### config.mk
export PLATFORM = sky130hd
export DESIGN_NAME = mmcfe_top
export DESIGN_NICKNAME = d
export VERILOG_FILES = /design/src/hdl/mmcfe_pkg.sv /design/src/hdl/mmcfe_clkgen.sv /design/src/hdl/mmcfe_top.sv
export SDC_FILE = /design/constraint.sdc
export NUM_CORES = 1
export LEC_CHECK = 0
export BUFFER_PORTS_ARGS = -buffer_cell sky130_fd_sc_hd__buf_2
export CORE_MARGIN = 3
export CORE_UTILIZATION = 25
export CTS_CLUSTER_SIZE = 28
export DETAILED_ROUTE_END_ITERATION = 10
export HOLD_SLACK_MARGIN = 0.06
export PLACE_DENSITY_LB_ADDON = 0.1
export SLEW_MARGIN = 40
export SYNTH_ARGS = -nofsm -noshare
export SYNTH_HDL_FRONTEND = slang
export SYNTH_SLANG_ARGS = --single-unit
### constraint.sdc
create_clock -name core_clk -period 2.6 [get_ports core_clk]
set_clock_uncertainty 0.05 [all_clocks]
set_input_delay 0.39 -clock core_clk [delete_from_list [all_inputs] [get_ports core_clk]]
set_output_delay 0.39 -clock core_clk [all_outputs]
set_load 0.05 [all_outputs]
### src/hdl/mmcfe_pkg.sv
// Summary of operation
// RQ1: dma handshakes generated on bus clock only
// RQ2: power field 00 off, 11 on
// RQ3: software spaces repeated control register writes
// RQ4: software keeps identification clock below 400 kHz
// RQ5: divided clock is controller clock over 2(div+1)
// RQ6: bypass bit drives card clock from controller; the code gives half the controller clock rate
// RQ7: idle gate bit stops clock when idle
// RQ8: enable bit gates card clock output
// RQ9: width bit selects one or four lines
// RQ10: software loads argument before command write
// RQ11: enable bit starts command, clear disables path
// RQ12: pending bit waits for command go input
// RQ13: interrupt bit disables timer, waits for card
// RQ14: long bit plus response gives 136 bits
// RQ15: completion raises sent, ok or crc flag; the code never checks crc or sets the crc flag
// RQ16: six-bit opcode index sent in command
// RQ17: reply index holds last index, long 111111
// RQ18: status msb first into status registers
// RQ19: status register three bit zero reads zero
// RQ20: data timer decrements in wait or busy
// RQ21: byte count loaded into data counter
// RQ22: software writes timer and length first
// RQ23: data enable starts transfer by direction
// RQ24: static flags stay until clear written
// RQ25: missing response raises command timeout flag
package mmcfe_pkg;
	localparam logic [31:0] ADDR_POWER    = 32'h700C_A000;
	localparam logic [31:0] ADDR_CLOCK    = 32'h700C_A004;
	localparam logic [31:0] ADDR_ARG      = 32'h700C_A008;
	localparam logic [31:0] ADDR_CMD      = 32'h700C_A00C;
	localparam logic [31:0] ADDR_RINDEX   = 32'h700C_A010;
	localparam logic [31:0] ADDR_RSTAT0   = 32'h700C_A014;
	localparam logic [31:0] ADDR_RSTAT1   = 32'h700C_A018;
	localparam logic [31:0] ADDR_RSTAT2   = 32'h700C_A01C;
	localparam logic [31:0] ADDR_RSTAT3   = 32'h700C_A020;
	localparam logic [31:0] ADDR_DTIMER   = 32'h700C_A024;
	localparam logic [31:0] ADDR_DLEN     = 32'h700C_A028;
	localparam logic [31:0] ADDR_DCTRL    = 32'h700C_A02C;
	localparam logic [31:0] ADDR_STATUS   = 32'h700C_A034;
	localparam logic [31:0] ADDR_CLEAR    = 32'h700C_A038;
	localparam logic [1:0]  PWR_OFF       = 2'h0;
	localparam logic [1:0]  PWR_ON        = 2'h3;
	localparam int          CLK_WIDE_BIT  = 11;
	localparam int          CLK_BYP_BIT   = 10;
	localparam int          CLK_SAVE_BIT  = 9;
	localparam int          CLK_EN_BIT    = 8;
	localparam int          CMD_EN_BIT    = 10;
	localparam int          CMD_PEND_BIT  = 9;
	localparam int          CMD_IRQ_BIT   = 8;
	localparam int          CMD_LONG_BIT  = 7;
	localparam int          CMD_RSP_BIT   = 6;
	localparam int          DC_EN_BIT     = 0;
	localparam int          DC_DIR_BIT    = 1;
	localparam int          ST_CRCFAIL    = 0;
	localparam int          ST_CMDTO      = 2;
	localparam int          ST_DATATO     = 3;
	localparam int          ST_RSPEND     = 6;
	localparam int          ST_COMMAND_SENT_FLAG    = 7;
	localparam int          ST_CMDACT     = 11;
	localparam logic [5:0]  LONG_INDEX    = 6'h3F;
	localparam logic [7:0]  CMD_BITS      = 8'h30;
	localparam logic [7:0]  SHORT_BITS    = 8'h30;
	localparam logic [7:0]  LONG_BITS     = 8'h88;
	localparam logic [7:0]  RSP_TIMEOUT   = 8'h40;
	localparam logic [7:0]  START_WAIT    = 8'h08;
	localparam logic [31:0] RESET_ZERO    = 32'h0000_0000;
endpackage

### src/hdl/mmcfe_clkgen.sv
`timescale 1ns/1ps
// card clock generator; one tick per card clock period, level output
module mmcfe_clkgen (
	input  wire logic       core_clk,
	input  wire logic       sys_rst,
	input  wire logic [7:0] divisor,
	input  wire logic       bypass,
	output logic            tick,
	output logic            level
);
	logic [7:0] cnt_reg;
	logic [7:0] cnt_next;
	logic       lvl_reg;
	logic       lvl_next;
	logic       tick_next;

	always_comb begin
		cnt_next  = cnt_reg;
		lvl_next  = lvl_reg;
		tick_next = 1'b0;
		if (bypass) begin
			cnt_next  = 8'h00;
			lvl_next  = ~lvl_reg;
			// one tick per card period, as when dividing, so shifts match the pin
			tick_next = lvl_reg; // RQ6
		end else if (cnt_reg >= divisor) begin
			cnt_next  = 8'h00;
			lvl_next  = ~lvl_reg; // RQ5
			tick_next = lvl_reg;
		end else begin
			cnt_next = cnt_reg + 8'h01;
		end
	end

	always_ff @(posedge core_clk) begin
		if (sys_rst) begin
			cnt_reg <= 8'h00;
			lvl_reg <= 1'b0;
			tick    <= 1'b0;
		end else begin
			cnt_reg <= cnt_next;
			lvl_reg <= lvl_next;
			tick    <= tick_next;
		end
	end
	assign level = lvl_reg;
endmodule

### src/hdl/mmcfe_top.sv
`timescale 1ns/1ps
// register front end: power, card clock, command path, response capture, data setup
module mmcfe_top (
	input  wire logic        core_clk,
	input  wire logic        sys_rst,
	input  wire logic [31:0] reg_addr,
	input  wire logic        reg_wr,
	input  wire logic        reg_rd,
	input  wire logic [31:0] reg_wdata,
	output logic      [31:0] reg_rdata,
	output logic             card_power_on,
	output logic             card_bus_clock,
	output logic             four_line_select,
	output logic             card_command_line_out,
	output logic             card_command_line_oe,
	input  wire logic        card_command_line_in,
	input  wire logic        command_go_input,
	input  wire logic        card_irq_seen,
	input  wire logic        data_busy,
	output logic             data_path_start,
	output logic             data_direction,
	output logic      [15:0] data_count_load,
	output logic             data_timeout_flag,
	output logic             command_active
);
	typedef enum logic [5:0] {
		CP_IDLE = 6'b000001,
		CP_PEND = 6'b000010,
		CP_SEND = 6'b000100,
		CP_WAIT = 6'b001000,
		CP_RECV = 6'b010000,
		CP_IRQ  = 6'b100000
	} mmcfe_cp_t;

	logic [31:0] power_reg, clock_reg, arg_reg, cmd_reg, dtimer_reg, dlen_reg;
	logic [31:0] power_next, clock_next, arg_next, cmd_next, dtimer_next, dlen_next;
	logic [5:0]  rindex_reg, rindex_next;
	logic [31:0] rstat_reg [4];
	logic [31:0] rstat_next [4];
	logic [10:0] flags_reg, flags_next;
	logic [31:0] rdata_next;
	mmcfe_cp_t   cp_reg, cp_next;
	logic [7:0]  bits_reg, bits_next;
	logic [7:0]  tmo_reg, tmo_next;
	logic [47:0] shift_reg, shift_next;
	logic [127:0] rsp_reg, rsp_next;
	logic [31:0] dcnt_reg, dcnt_next;
	logic        dwait_reg, dwait_next;
	logic        cmd_meta, cmd_sync, go_meta, go_sync, irq_meta, irq_sync;
	logic        busy_meta, busy_sync;
	logic        tick, level;
	logic        pwr_next, clk_next, wide_next, cout_next, coe_next;
	logic        start_next, dir_next, dto_next, act_next;
	logic [15:0] load_next;
	logic [10:0] set_flags;

	mmcfe_clkgen u_clkgen (
		.core_clk (core_clk),
		.sys_rst  (sys_rst),
		.divisor  (clock_reg[7:0]),
		.bypass   (clock_reg[mmcfe_pkg::CLK_BYP_BIT]),
		.tick     (tick),
		.level    (level)
	);

	function automatic logic hit(input logic [31:0] a, input logic [31:0] b);
		return a == b;
	endfunction

	// pins from the card pass two flops first
	always_ff @(posedge core_clk) begin
		if (sys_rst) begin
			cmd_meta  <= 1'b1;
			cmd_sync  <= 1'b1;
			go_meta   <= 1'b0;
			go_sync   <= 1'b0;
			irq_meta  <= 1'b0;
			irq_sync  <= 1'b0;
			busy_meta <= 1'b0;
			busy_sync <= 1'b0;
		end else begin
			cmd_meta  <= card_command_line_in;
			cmd_sync  <= cmd_meta;
			go_meta   <= command_go_input;
			go_sync   <= go_meta;
			irq_meta  <= card_irq_seen;
			irq_sync  <= irq_meta;
			busy_meta <= data_busy;
			busy_sync <= busy_meta;
		end
	end

	always_comb begin
		power_next  = power_reg;
		clock_next  = clock_reg;
		arg_next    = arg_reg;
		cmd_next    = cmd_reg;
		dtimer_next = dtimer_reg;
		dlen_next   = dlen_reg;
		rindex_next = rindex_reg;
		rstat_next  = rstat_reg;
		cp_next     = cp_reg;
		bits_next   = bits_reg;
		tmo_next    = tmo_reg;
		shift_next  = shift_reg;
		rsp_next    = rsp_reg;
		dcnt_next   = dcnt_reg;
		dwait_next  = dwait_reg;
		set_flags   = 11'h000;
		start_next  = 1'b0;
		dir_next    = data_direction;
		load_next   = data_count_load;
		cout_next   = card_command_line_out;
		coe_next    = card_command_line_oe;
		if (reg_wr) begin
			if (hit(reg_addr, mmcfe_pkg::ADDR_POWER))
				power_next = {30'h0000_0000, reg_wdata[1:0]};
			if (hit(reg_addr, mmcfe_pkg::ADDR_CLOCK))
				clock_next = {20'h0_0000, reg_wdata[11:0]};
			if (hit(reg_addr, mmcfe_pkg::ADDR_ARG))
				arg_next = reg_wdata;
			if (hit(reg_addr, mmcfe_pkg::ADDR_CMD))
				cmd_next = {21'h00_0000, reg_wdata[10:0]};
			if (hit(reg_addr, mmcfe_pkg::ADDR_DTIMER))
				dtimer_next = reg_wdata;
			if (hit(reg_addr, mmcfe_pkg::ADDR_DLEN))
				dlen_next = {16'h0000, reg_wdata[15:0]};
			if (hit(reg_addr, mmcfe_pkg::ADDR_DCTRL) && reg_wdata[mmcfe_pkg::DC_EN_BIT]) begin
				start_next = 1'b1; // RQ23
				dir_next   = reg_wdata[mmcfe_pkg::DC_DIR_BIT];
				load_next  = dlen_reg[15:0]; // RQ21
				dcnt_next  = dtimer_reg;
				dwait_next = reg_wdata[mmcfe_pkg::DC_DIR_BIT];
			end
		end
		// data timer runs in card clock periods while waiting to receive or busy
		if ((dwait_reg || busy_sync) && tick) begin // RQ20
			if (dcnt_reg == 32'h0000_0000) begin
				set_flags[mmcfe_pkg::ST_DATATO] = 1'b1;
				dwait_next = 1'b0;
			end else begin
				dcnt_next = dcnt_reg - 32'h0000_0001;
			end
		end
		// enable self-clears after the frame, so any write with it low must stop the path
		if (reg_wr && hit(reg_addr, mmcfe_pkg::ADDR_CMD) &&
			!reg_wdata[mmcfe_pkg::CMD_EN_BIT]) begin
			cp_next  = CP_IDLE; // RQ11
			coe_next = 1'b0;
		end else if (tick) begin
			unique case (cp_reg)
				CP_IDLE: begin
					// release the line once the end bit has stood a full period
					coe_next = 1'b0;
					if (cmd_reg[mmcfe_pkg::CMD_EN_BIT]) begin
						cp_next = cmd_reg[mmcfe_pkg::CMD_PEND_BIT] ? CP_PEND : CP_SEND; // RQ11
						// start, host bit, index, argument, dummy crc, end
						shift_next = {2'h1, cmd_reg[5:0], arg_reg, 8'h01}; // RQ16
						bits_next  = mmcfe_pkg::CMD_BITS;
					end
				end
				CP_PEND: if (go_sync) cp_next = CP_SEND; // RQ12
				CP_SEND: begin
					coe_next   = 1'b1;
					cout_next  = shift_reg[47];
					shift_next = {shift_reg[46:0], 1'b1};
					bits_next  = bits_reg - 8'h01;
					if (bits_reg == 8'h01) begin
						cmd_next[mmcfe_pkg::CMD_EN_BIT] = 1'b0;
						tmo_next = mmcfe_pkg::RSP_TIMEOUT;
						if (!cmd_reg[mmcfe_pkg::CMD_RSP_BIT]) begin
							set_flags[mmcfe_pkg::ST_COMMAND_SENT_FLAG] = 1'b1; // RQ15
							cp_next = CP_IDLE;
						end else if (cmd_reg[mmcfe_pkg::CMD_IRQ_BIT]) begin
							cp_next = CP_IRQ; // RQ13
						end else begin
							cp_next = CP_WAIT;
						end
					end
				end
				CP_WAIT: begin
					coe_next = 1'b0;
					tmo_next = tmo_reg - 8'h01;
					if (!cmd_sync) begin
						cp_next   = CP_RECV;
						rsp_next  = 128'h0;
						bits_next = cmd_reg[mmcfe_pkg::CMD_LONG_BIT] ? // RQ14
							mmcfe_pkg::LONG_BITS - 8'h01 : mmcfe_pkg::SHORT_BITS - 8'h01;
					end else if (tmo_reg == 8'h00) begin
						set_flags[mmcfe_pkg::ST_CMDTO] = 1'b1; // RQ25
						cp_next = CP_IDLE;
					end
				end
				CP_IRQ: begin
					coe_next = 1'b0;
					if (irq_sync) cp_next = CP_IDLE; // RQ13
				end
				CP_RECV: begin
					rsp_next  = {rsp_reg[126:0], cmd_sync}; // RQ18
					bits_next = bits_reg - 8'h01;
					if (bits_reg == 8'h01) begin
						cp_next = CP_IDLE;
						set_flags[mmcfe_pkg::ST_RSPEND] = 1'b1; // RQ15
						if (cmd_reg[mmcfe_pkg::CMD_LONG_BIT]) begin
							// long reply: drop the end bit, keep 127 status bits
							rindex_next   = mmcfe_pkg::LONG_INDEX; // RQ17
							rstat_next[0] = rsp_reg[126:95];
							rstat_next[1] = rsp_reg[94:63];
							rstat_next[2] = rsp_reg[62:31];
							rstat_next[3] = {rsp_reg[30:0], 1'b0}; // RQ19
						end else begin
							rindex_next   = rsp_reg[44:39]; // RQ17
							rstat_next[0] = rsp_reg[38:7]; // RQ18
						end
					end
				end
				default: cp_next = CP_IDLE;
			endcase
		end
		// set beats clear in the same cycle
		flags_next = flags_reg;
		if (reg_wr && hit(reg_addr, mmcfe_pkg::ADDR_CLEAR))
			flags_next = flags_reg & ~reg_wdata[10:0]; // RQ24
		flags_next = flags_next | set_flags;
	end

	always_comb begin
		rdata_next = 32'h0000_0000;
		if (reg_rd) begin
			unique case (1'b1)
				hit(reg_addr, mmcfe_pkg::ADDR_POWER):  rdata_next = power_reg;
				hit(reg_addr, mmcfe_pkg::ADDR_CLOCK):  rdata_next = clock_reg;
				hit(reg_addr, mmcfe_pkg::ADDR_ARG):    rdata_next = arg_reg;
				hit(reg_addr, mmcfe_pkg::ADDR_CMD):    rdata_next = cmd_reg;
				hit(reg_addr, mmcfe_pkg::ADDR_RINDEX): rdata_next = {26'h000_0000, rindex_reg};
				hit(reg_addr, mmcfe_pkg::ADDR_RSTAT0): rdata_next = rstat_reg[0];
				hit(reg_addr, mmcfe_pkg::ADDR_RSTAT1): rdata_next = rstat_reg[1];
				hit(reg_addr, mmcfe_pkg::ADDR_RSTAT2): rdata_next = rstat_reg[2];
				hit(reg_addr, mmcfe_pkg::ADDR_RSTAT3): rdata_next = rstat_reg[3];
				hit(reg_addr, mmcfe_pkg::ADDR_DTIMER): rdata_next = dtimer_reg;
				hit(reg_addr, mmcfe_pkg::ADDR_DLEN):   rdata_next = dlen_reg;
				hit(reg_addr, mmcfe_pkg::ADDR_STATUS):
					rdata_next = {20'h0_0000, cp_reg != CP_IDLE, flags_reg};
				default: rdata_next = 32'h0000_0000;
			endcase
		end
	end

	// output stage
	always_comb begin
		pwr_next  = power_reg[1:0] == mmcfe_pkg::PWR_ON; // RQ2
		wide_next = clock_reg[mmcfe_pkg::CLK_WIDE_BIT]; // RQ9
		// the card clock is a registered level, so bypass gives half rate
		clk_next  = level && clock_reg[mmcfe_pkg::CLK_EN_BIT] && // RQ8
			(!clock_reg[mmcfe_pkg::CLK_SAVE_BIT] || cp_reg != CP_IDLE || dwait_reg ||
			busy_sync); // RQ7
		dto_next  = flags_next[mmcfe_pkg::ST_DATATO];
		act_next  = cp_next != CP_IDLE;
	end

	always_ff @(posedge core_clk) begin
		if (sys_rst) begin
			power_reg  <= mmcfe_pkg::RESET_ZERO;
			clock_reg  <= mmcfe_pkg::RESET_ZERO;
			arg_reg    <= mmcfe_pkg::RESET_ZERO;
			cmd_reg    <= mmcfe_pkg::RESET_ZERO;
			dtimer_reg <= mmcfe_pkg::RESET_ZERO;
			dlen_reg   <= mmcfe_pkg::RESET_ZERO;
			rindex_reg <= 6'h00;
			rstat_reg  <= '{default: 32'h0000_0000};
			flags_reg  <= 11'h000;
			cp_reg     <= CP_IDLE;
			bits_reg   <= 8'h00;
			tmo_reg    <= 8'h00;
			shift_reg  <= 48'h0;
			rsp_reg    <= 128'h0;
			dcnt_reg   <= mmcfe_pkg::RESET_ZERO;
			dwait_reg  <= 1'b0;
			reg_rdata  <= mmcfe_pkg::RESET_ZERO;
			card_power_on         <= 1'b0;
			card_bus_clock        <= 1'b0;
			four_line_select      <= 1'b0;
			card_command_line_out <= 1'b1;
			card_command_line_oe  <= 1'b0;
			data_path_start       <= 1'b0;
			data_direction        <= 1'b0;
			data_count_load       <= 16'h0000;
			data_timeout_flag     <= 1'b0;
			command_active        <= 1'b0;
		end else begin
			power_reg  <= power_next;
			clock_reg  <= clock_next;
			arg_reg    <= arg_next;
			cmd_reg    <= cmd_next;
			dtimer_reg <= dtimer_next;
			dlen_reg   <= dlen_next;
			rindex_reg <= rindex_next;
			rstat_reg  <= rstat_next;
			flags_reg  <= flags_next;
			cp_reg     <= cp_next;
			bits_reg   <= bits_next;
			tmo_reg    <= tmo_next;
			shift_reg  <= shift_next;
			rsp_reg    <= rsp_next;
			dcnt_reg   <= dcnt_next;
			dwait_reg  <= dwait_next;
			reg_rdata  <= rdata_next;
			card_power_on         <= pwr_next;
			card_bus_clock        <= clk_next;
			four_line_select      <= wide_next;
			card_command_line_out <= cout_next;
			card_command_line_oe  <= coe_next;
			data_path_start       <= start_next; // RQ1
			data_direction        <= dir_next;
			data_count_load       <= load_next;
			data_timeout_flag     <= dto_next;
			command_active        <= act_next;
		end
	end
endmodule

==> results of run 1 <==
[cells in the mapped netlist, types with 4 or more instances]
master	n
nor3b_1	5
or2_2	5
or4_1	5
a31oi_1	43
clkbuf_1	190
and3_1	23
nor2_1	324
nand2b_1	14
nor2b_1	11
nand3_1	48
xnor2_1	6
nand3b_1	5
mux2_2	5
a32oi_1	5
o22ai_1	9
nor4b_1	5
a2111oi_0	4
a221oi_1	6
nor4_1	20
o21ai_0	36
dfxtp_1	553
xor2_1	10
a2111oi_1	6
nand4_1	6
a222oi_1	12
a21o_1	4
ha_1	14
a21oi_1	268
a311oi_1	40
mux2i_1	37
nor3_1	43
buf_2	16
inv_1	21
a22oi_1	225
nand2_1	540
a211oi_1	42
a22o_1	4
and2_1	5
buf_1	7
[layer usage]
| layer | vias to the layer above | part of all wire | GRT usage |
|---|---|---|---|
| met5 | - | 0 | 0 |
| met1 | 10200 | 0.50 | 0.272 |
| li1 | 9938 | - | - |
| met4 | 0 | 0.020 | 0.0471 |
| met3 | 80 | 0.054 | 0.0262 |
| met2 | 512 | 0.43 | 0.269 |
[metrics by stage]
stage          TNS, ns  total power, mW  instance area (um^2)  setup WS [ns]
3_5_place_dp     -5.04             9.26                 25500         -0.264
3_3_place_gp     -5.59             9.26                 25500         -0.214
6_report        -0.188             18.5                 28300        -0.0763
5_1_grt          -1.72             19.2                 28300         -0.197
4_1_cts          -2.11             18.8                 28100         -0.132
2_1_floorplan   -0.238             8.98                 22200        -0.0498
[layout make-up]
class / instances / area [um^2] / share of cell area
clock buffers: 104 / 2030 / 0.0718
inverters: 21 / 78.8 / 0.00279
multi-input cells: 1887 / 10400 / 0.369
well taps: 1155 / 1450 / 0.0511
flip-flops and latches: 553 / 11100 / 0.391
clock inverters: 15 / 159 / 0.00562
diodes: 2 / 5.00 / 0.000177
repair buffers: 364 / 3060 / 0.108
[worst max-delay path, cell delays in order, from the launching register on]
cell	delay [ns]
dfxtp_2	0.31
or4_4	0.53
or3_4	0.34
or4_4	0.43
buf_6	0.15
nand4_1	0.12
buf_6	0.15
buf_4	0.11
nor2_2	0.04
a2111oi_2	0.31
[timing repair]
action,in CTS,in global routing
cloned,1,0
resized for setup,28,25
hold endpoints to repair,54,0
pin swaps,33,15
endpoints found under the setup margin,20,63
hold buffers,27,0
buffers inserted,7,10
[cell families after synthesis]
group	after synthesis	synth area share
AO/OA/AOI/OAI	734	0.219
XOR/XNOR	16	0.00633
adder cells (fa/ha/maj)	14	0.00791
buffers and inverters	236	0.0416
flip-flops	553	0.500
multiplexers	42	0.0193
AND/OR/NAND/NOR	1080	0.206
[power by group]
group	internal [mW]	switching [mW]
logic	0.204	0.395
registers	8.50	0.0170
clock network	5.59	3.81
[cells in the final DEF (no fill, tap or decap), types with 11 or more instances in the layout]
cell and count:
clkbuf_1 21, a311oi_1 40, clkbuf_16 72, nor4_1 16, a211oi_1 42, buf_12 41
o21ai_0 30, buf_6 12, buf_4 155, ha_1 14, dfxtp_1 550, a21oi_1 262
and3_1 22, a22oi_1 222, nand2_1 535, nand3_1 48, a31oi_1 42, nor2_1 314
nor2b_1 11, buf_2 127, a222oi_1 12, dlygate4sd3_1 27, nor3_1 35, nand2b_1 14
mux2i_1 37, inv_1 21, clkbuf_8 11
[final timing paths]
path                                to  cells past startpoint  slack (ns)
max            dcnt_reg[23]$_SDFF_PP0_                      9       -0.08
min reg2reg        cmd_sync$_SDFF_PP1_                      1        0.37
min          flags_reg[4]$_SDFFE_PP0P_                      2        0.10
max reg2reg    dcnt_reg[23]$_SDFF_PP0_                      9       -0.08
==> results.py, run 1 <==
metrics = {
    "clock_tree": {
        "clk_pin_slew_worst_paths_ns": 0.06,
        "root_buffer": "clkbuf_16",
        "cts_tree": "done",
        "cts_buffers": 69,
        "clock_path_buffers": 3,
        "clk-insertion-delay-late_ns": 0.60,
        "htree_num_levels": 3,
        "cts_sinks": 553,
    },
    "grt": {
        "antenna_found_initial": 0,
        "grt_max_degree": 151,
        "overflow": 0,
        "track_usage": 0.181,
        "grt_pass1_vias": 19700,
        "grt_pass1_wl_mm": 130,
    },
    "worst_setup_path": {
        "arrival_ns": 3.10,
        "critPathMaxFanout": 7,
        "worstPathRequired_ns": 3.02,
        "reg2reg_from": "dcnt_reg[13]$_SDFF_PP0_",
        "end_kind": "register",
        "critPathKind": "register to register",
        "crit_start": "dcnt_reg[13]$_SDFF_PP0_",
        "cp-start-kind": "register",
    },
    "timing": {
        "worst_pin_slew_ns": 0.741,
        "final-setup-viol-count": 5,
        "max_freq_mhz": 374,
        "rsz0062_at_grt": "yes",
        "max-slew-margin-rel": 0.506,
        "whs_ns": 0.101,
        "post-route-min-period_ns": 2.68,
        "finalHoldViolCount": 0,
        "slew_violations": 0,
        "worst_slack_ns": -0.0763,
        "fin_crit_sh": 1.03,
    },
    "placed_design": {
        "place_hpwl_mm": 61.1,
        "gp_congestion": 0.858,
        "placed_cells": 3935,
        "port_buffers": 128,
    },
    "job": {
        "maxCapViolCount": 0,
    },
    "cells_and_area": {
        "postLayoutCoreUtil": 0.324,
        "layout.nets": 2982,
        "area_delta_synth_final_pct": 27.7,
        "fin_cells": 4101,
        "fillers": 9216,
        "layout-drive-gt1-share": 0.173,
    },
    "hold_path": {
        "hold_path_class": "primary input to register",
        "min_from": "reg_wdata[4]",
    },
    "floorplan": {
        "dieHeight_um": 304,
        "die_area_mm2": 0.0922,
        "io_pins": 129,
        "initial_utilization": 0.254,
        "rows": 108,
        "design.core.area_mm2": 0.0873,
        "chipWidth_um": 304,
    },
    "detailed_routing": {
        "vias": 20700,
        "drc": 0,
        "vias_per_cell": 5.05,
        "ant_nets": 0,
        "totalWireLength_mm": 86.6,
        "wl_per_cell_um": 21.1,
        "first_pass_iters": 6,
        "drt_iter0_drc": 1794,
    },
    "power_and_ir_drop": {
        "p_leak_nw": 9.59,
        "p_per_area_mw_per_mm2": 655,
        "peakVddDrop_mv": 0.434,
    },
    "status": {
        "violations": "negative setup slack",
        "outcome": "finished with violations",
    },
    "synth": {
        "synth_ff_type": "dfxtp_1",
        "synth_cell_types": 73,
        "avgSynthCellArea_um2": 8.28,
        "synth_area_leaders": "dfxtp_1, nand2_1, a22oi_1",
        "yosysTopAreaCell": "dfxtp_1",
        "yosys_warnings": 0,
        "synth_edf_count": 0,
        "synthArstFlopShare": 0,
        "synth_seq_cells": 553,
        "synth_fp_nets": 2761,
        "syn_area_mm2": 0.0222,
        "synth_top_area_frac": 0.500,
        "syn_inst": 2675,
        "yosysSeqAreaShare": 0.500,
    },
}
(Power assumes the default switching activity.)
==> run 2, diff against run 1 <==
--- a/config.mk
+++ b/config.mk
@@ -6,7 +6,7 @@
 export NUM_CORES = 1
 export LEC_CHECK = 0
 export BUFFER_PORTS_ARGS = -buffer_cell sky130_fd_sc_hd__buf_2
-export CORE_MARGIN = 3
+export CORE_MARGIN = 8
 export CORE_UTILIZATION = 25
 export CTS_CLUSTER_SIZE = 28
 export DETAILED_ROUTE_END_ITERATION = 10
==> results.py, run 2 (synthesized netlist as in run 1, its figures left out) <==
metrics = {
    "clock_tree": {
        "cts_tree": "done",
        "root_buffer": "clkbuf_16",
        "clk_pin_slew_worst_paths_ns": 0.06,
        "cts_sinks": 553,
        "htree_num_levels": 3,
        "cts_buffers": 67,
        "clk-insertion-delay-late_ns": 0.62,
        "clock_path_buffers": 3,
    },
    "worst_setup_path": {
        "crit_chain": "or4_4, or3_4, or4_4, and2_4, nor2_4, buf_12, buf_6, a211oi_2, nor4_1",
        "cpMostUsedCell": "or4_4",
        "critPathKind": "register to register",
        "crit_path_max_incr_delay_ns": 0.51,
        "crit_start": "dcnt_reg[14]$_SDFF_PP0_",
        "worstPathRequired_ns": 3.05,
        "reg2reg_from": "dcnt_reg[14]$_SDFF_PP0_",
        "arrival_ns": 3.13,
        "cp-start-kind": "register",
        "critPathMaxFanout": 6,
        "slowest_stage": "or4_4",
        "end_kind": "register",
    },
    "grt": {
        "grt_pass1_wl_mm": 130,
        "track_usage": 0.171,
        "grt_max_degree": 171,
        "grt_pass1_vias": 19900,
        "antenna_found_initial": 3,
        "overflow": 0,
    },
    "timing": {
        "slew_violations": 0,
        "rsz0062_at_grt": "yes",
        "worst_pin_slew_ns": 0.932,
        "finalHoldViolCount": 0,
        "max-slew-margin-rel": 0.378,
        "final-setup-viol-count": 19,
        "max_freq_mhz": 373,
        "worst_slack_ns": -0.0799,
        "setup_tns_ns": -0.440,
        "fin_crit_sh": 1.03,
        "post-route-min-period_ns": 2.68,
    },
    "hold_path": {
        "hold_path_class": "primary input to register",
        "min_from": "reg_wdata[4]",
    },
    "placed_design": {
        "gp_congestion": 0.857,
        "place_hpwl_mm": 61.3,
        "port_buffers": 128,
        "dpl_cell_area_mm2": 0.0255,
        "placed_cells": 3946,
    },
    "cells_and_area": {
        "fin_area_mm2": 0.0283,
        "fin_cells": 4104,
        "layout.nets": 2975,
        "layout_commonest_cell": "dfxtp_1",
        "layout-drive-gt1-share": 0.172,
        "area_delta_synth_final_pct": 27.5,
        "final_cell_mix": "dfxtp_1, nand2_1, nor2_1",
    },
    "floorplan": {
        "die_area_mm2": 0.0984,
        "dieHeight_um": 314,
        "chipWidth_um": 314,
        "io_pins": 129,
        "rows": 109,
        "design.core.area_mm2": 0.0881,
        "initial_utilization": 0.251,
    },
    "power_and_ir_drop": {
        "peakVddDrop_mv": 0.370,
        "p_leak_nw": 9.51,
        "p_per_area_mw_per_mm2": 644,
    },
    "status": {
        "outcome": "finished with violations",
        "violations": "negative setup slack",
    },
    "detailed_routing": {
        "drc": 0,
        "ant_nets": 0,
        "vias": 20700,
        "wl_per_cell_um": 21.1,
        "totalWireLength_mm": 86.7,
        "drt_iter0_drc": 1925,
        "vias_per_cell": 5.05,
        "first_pass_iters": 6,
    },
    "job": {
        "maxCapViolCount": 0,
    },
}
-- run 2: cell types whose count changed in the layout (fill, tap and decap cells not counted), sizes merged --
cell	delta
diode	+2
bufinv	-1
buf	-6
dlygate4sd3	+1
clkinv	+5
inv	-1
clkbuf	-7
-- run 2: power breakdown --
group,switching [mW],internal [mW]
registers,0.0170,8.50
logic,0.390,0.201
clock network,3.80,5.29
total,4.21,14.0
-- run 2: per-stage QoR --
| stage | setup slack (ns) | hold slack [ns] | power [mW] | utilization |
|---|---|---|---|---|
| after floorplan | -0.0498 | 0.339 | 8.98 | - |
| after global placement | -0.194 | 0.356 | 9.25 | 0.290 |
| after detailed placement | -0.255 | 0.358 | 9.25 | 0.290 |
| after CTS | -0.121 | 0.0614 | 18.5 | 0.319 |
| after global routing | -0.179 | 0.0908 | 18.8 | 0.321 |
| final | -0.0799 | 0.0893 | 18.2 | 0.321 |
-- run 2: timing repair --
| item | 4_1_cts | 5_1_grt |
|---|---|---|
| buffers inserted | 9 | 2 |
| hold endpoints to repair | 66 | 0 |
| resized for setup | 19 | 32 |
| hold buffers | 28 | 0 |
| pin swaps | 11 | 11 |
| setup endpoints to repair | 21 | 116 |
| gates cloned | 2 | 0 |
-- run 2: per-layer routing --
metal / vias up / track usage / routed length, um
met4: 0 / 0.0474 / 1850
met2: 582 / 0.257 / 37500
met1: 10100 / 0.252 / 42900
li1: 9924 / - / -
met5: - / 0 / 0
met3: 107 / 0.0240 / 4470
-- run 2: worst paths after layout --
| check | to | slack, ns | depth (start not counted) |
|---|---|---|---|
| max | dcnt_reg[15]$_SDFF_PP0_ | -0.08 | 9 |
| min | flags_reg[4]$_SDFFE_PP0P_ | 0.09 | 2 |
| max reg2reg | dcnt_reg[15]$_SDFF_PP0_ | -0.08 | 9 |
| min reg2reg | cmd_sync$_SDFF_PP1_ | 0.37 | 1 |
-- run 2: cell type report --
type                       count  area, um^2
fill                        9336       59800
sequential                   553       11100
multi-input combinational   1887       10400
timing repair buffer         359        3080
clock buffer                  97        1940
tap                         1165        1460
clock inverter                18         168
inverter                      21        78.8
antenna                        4        10.0
-- run 2: critical path, delay by kind of cell, from the launching register on --
family | cells | cell delay, ns
simple gates | 6 | 1.89
flops | 1 | 0.32
compound gates | 1 | 0.04
buf+inv | 2 | 0.25
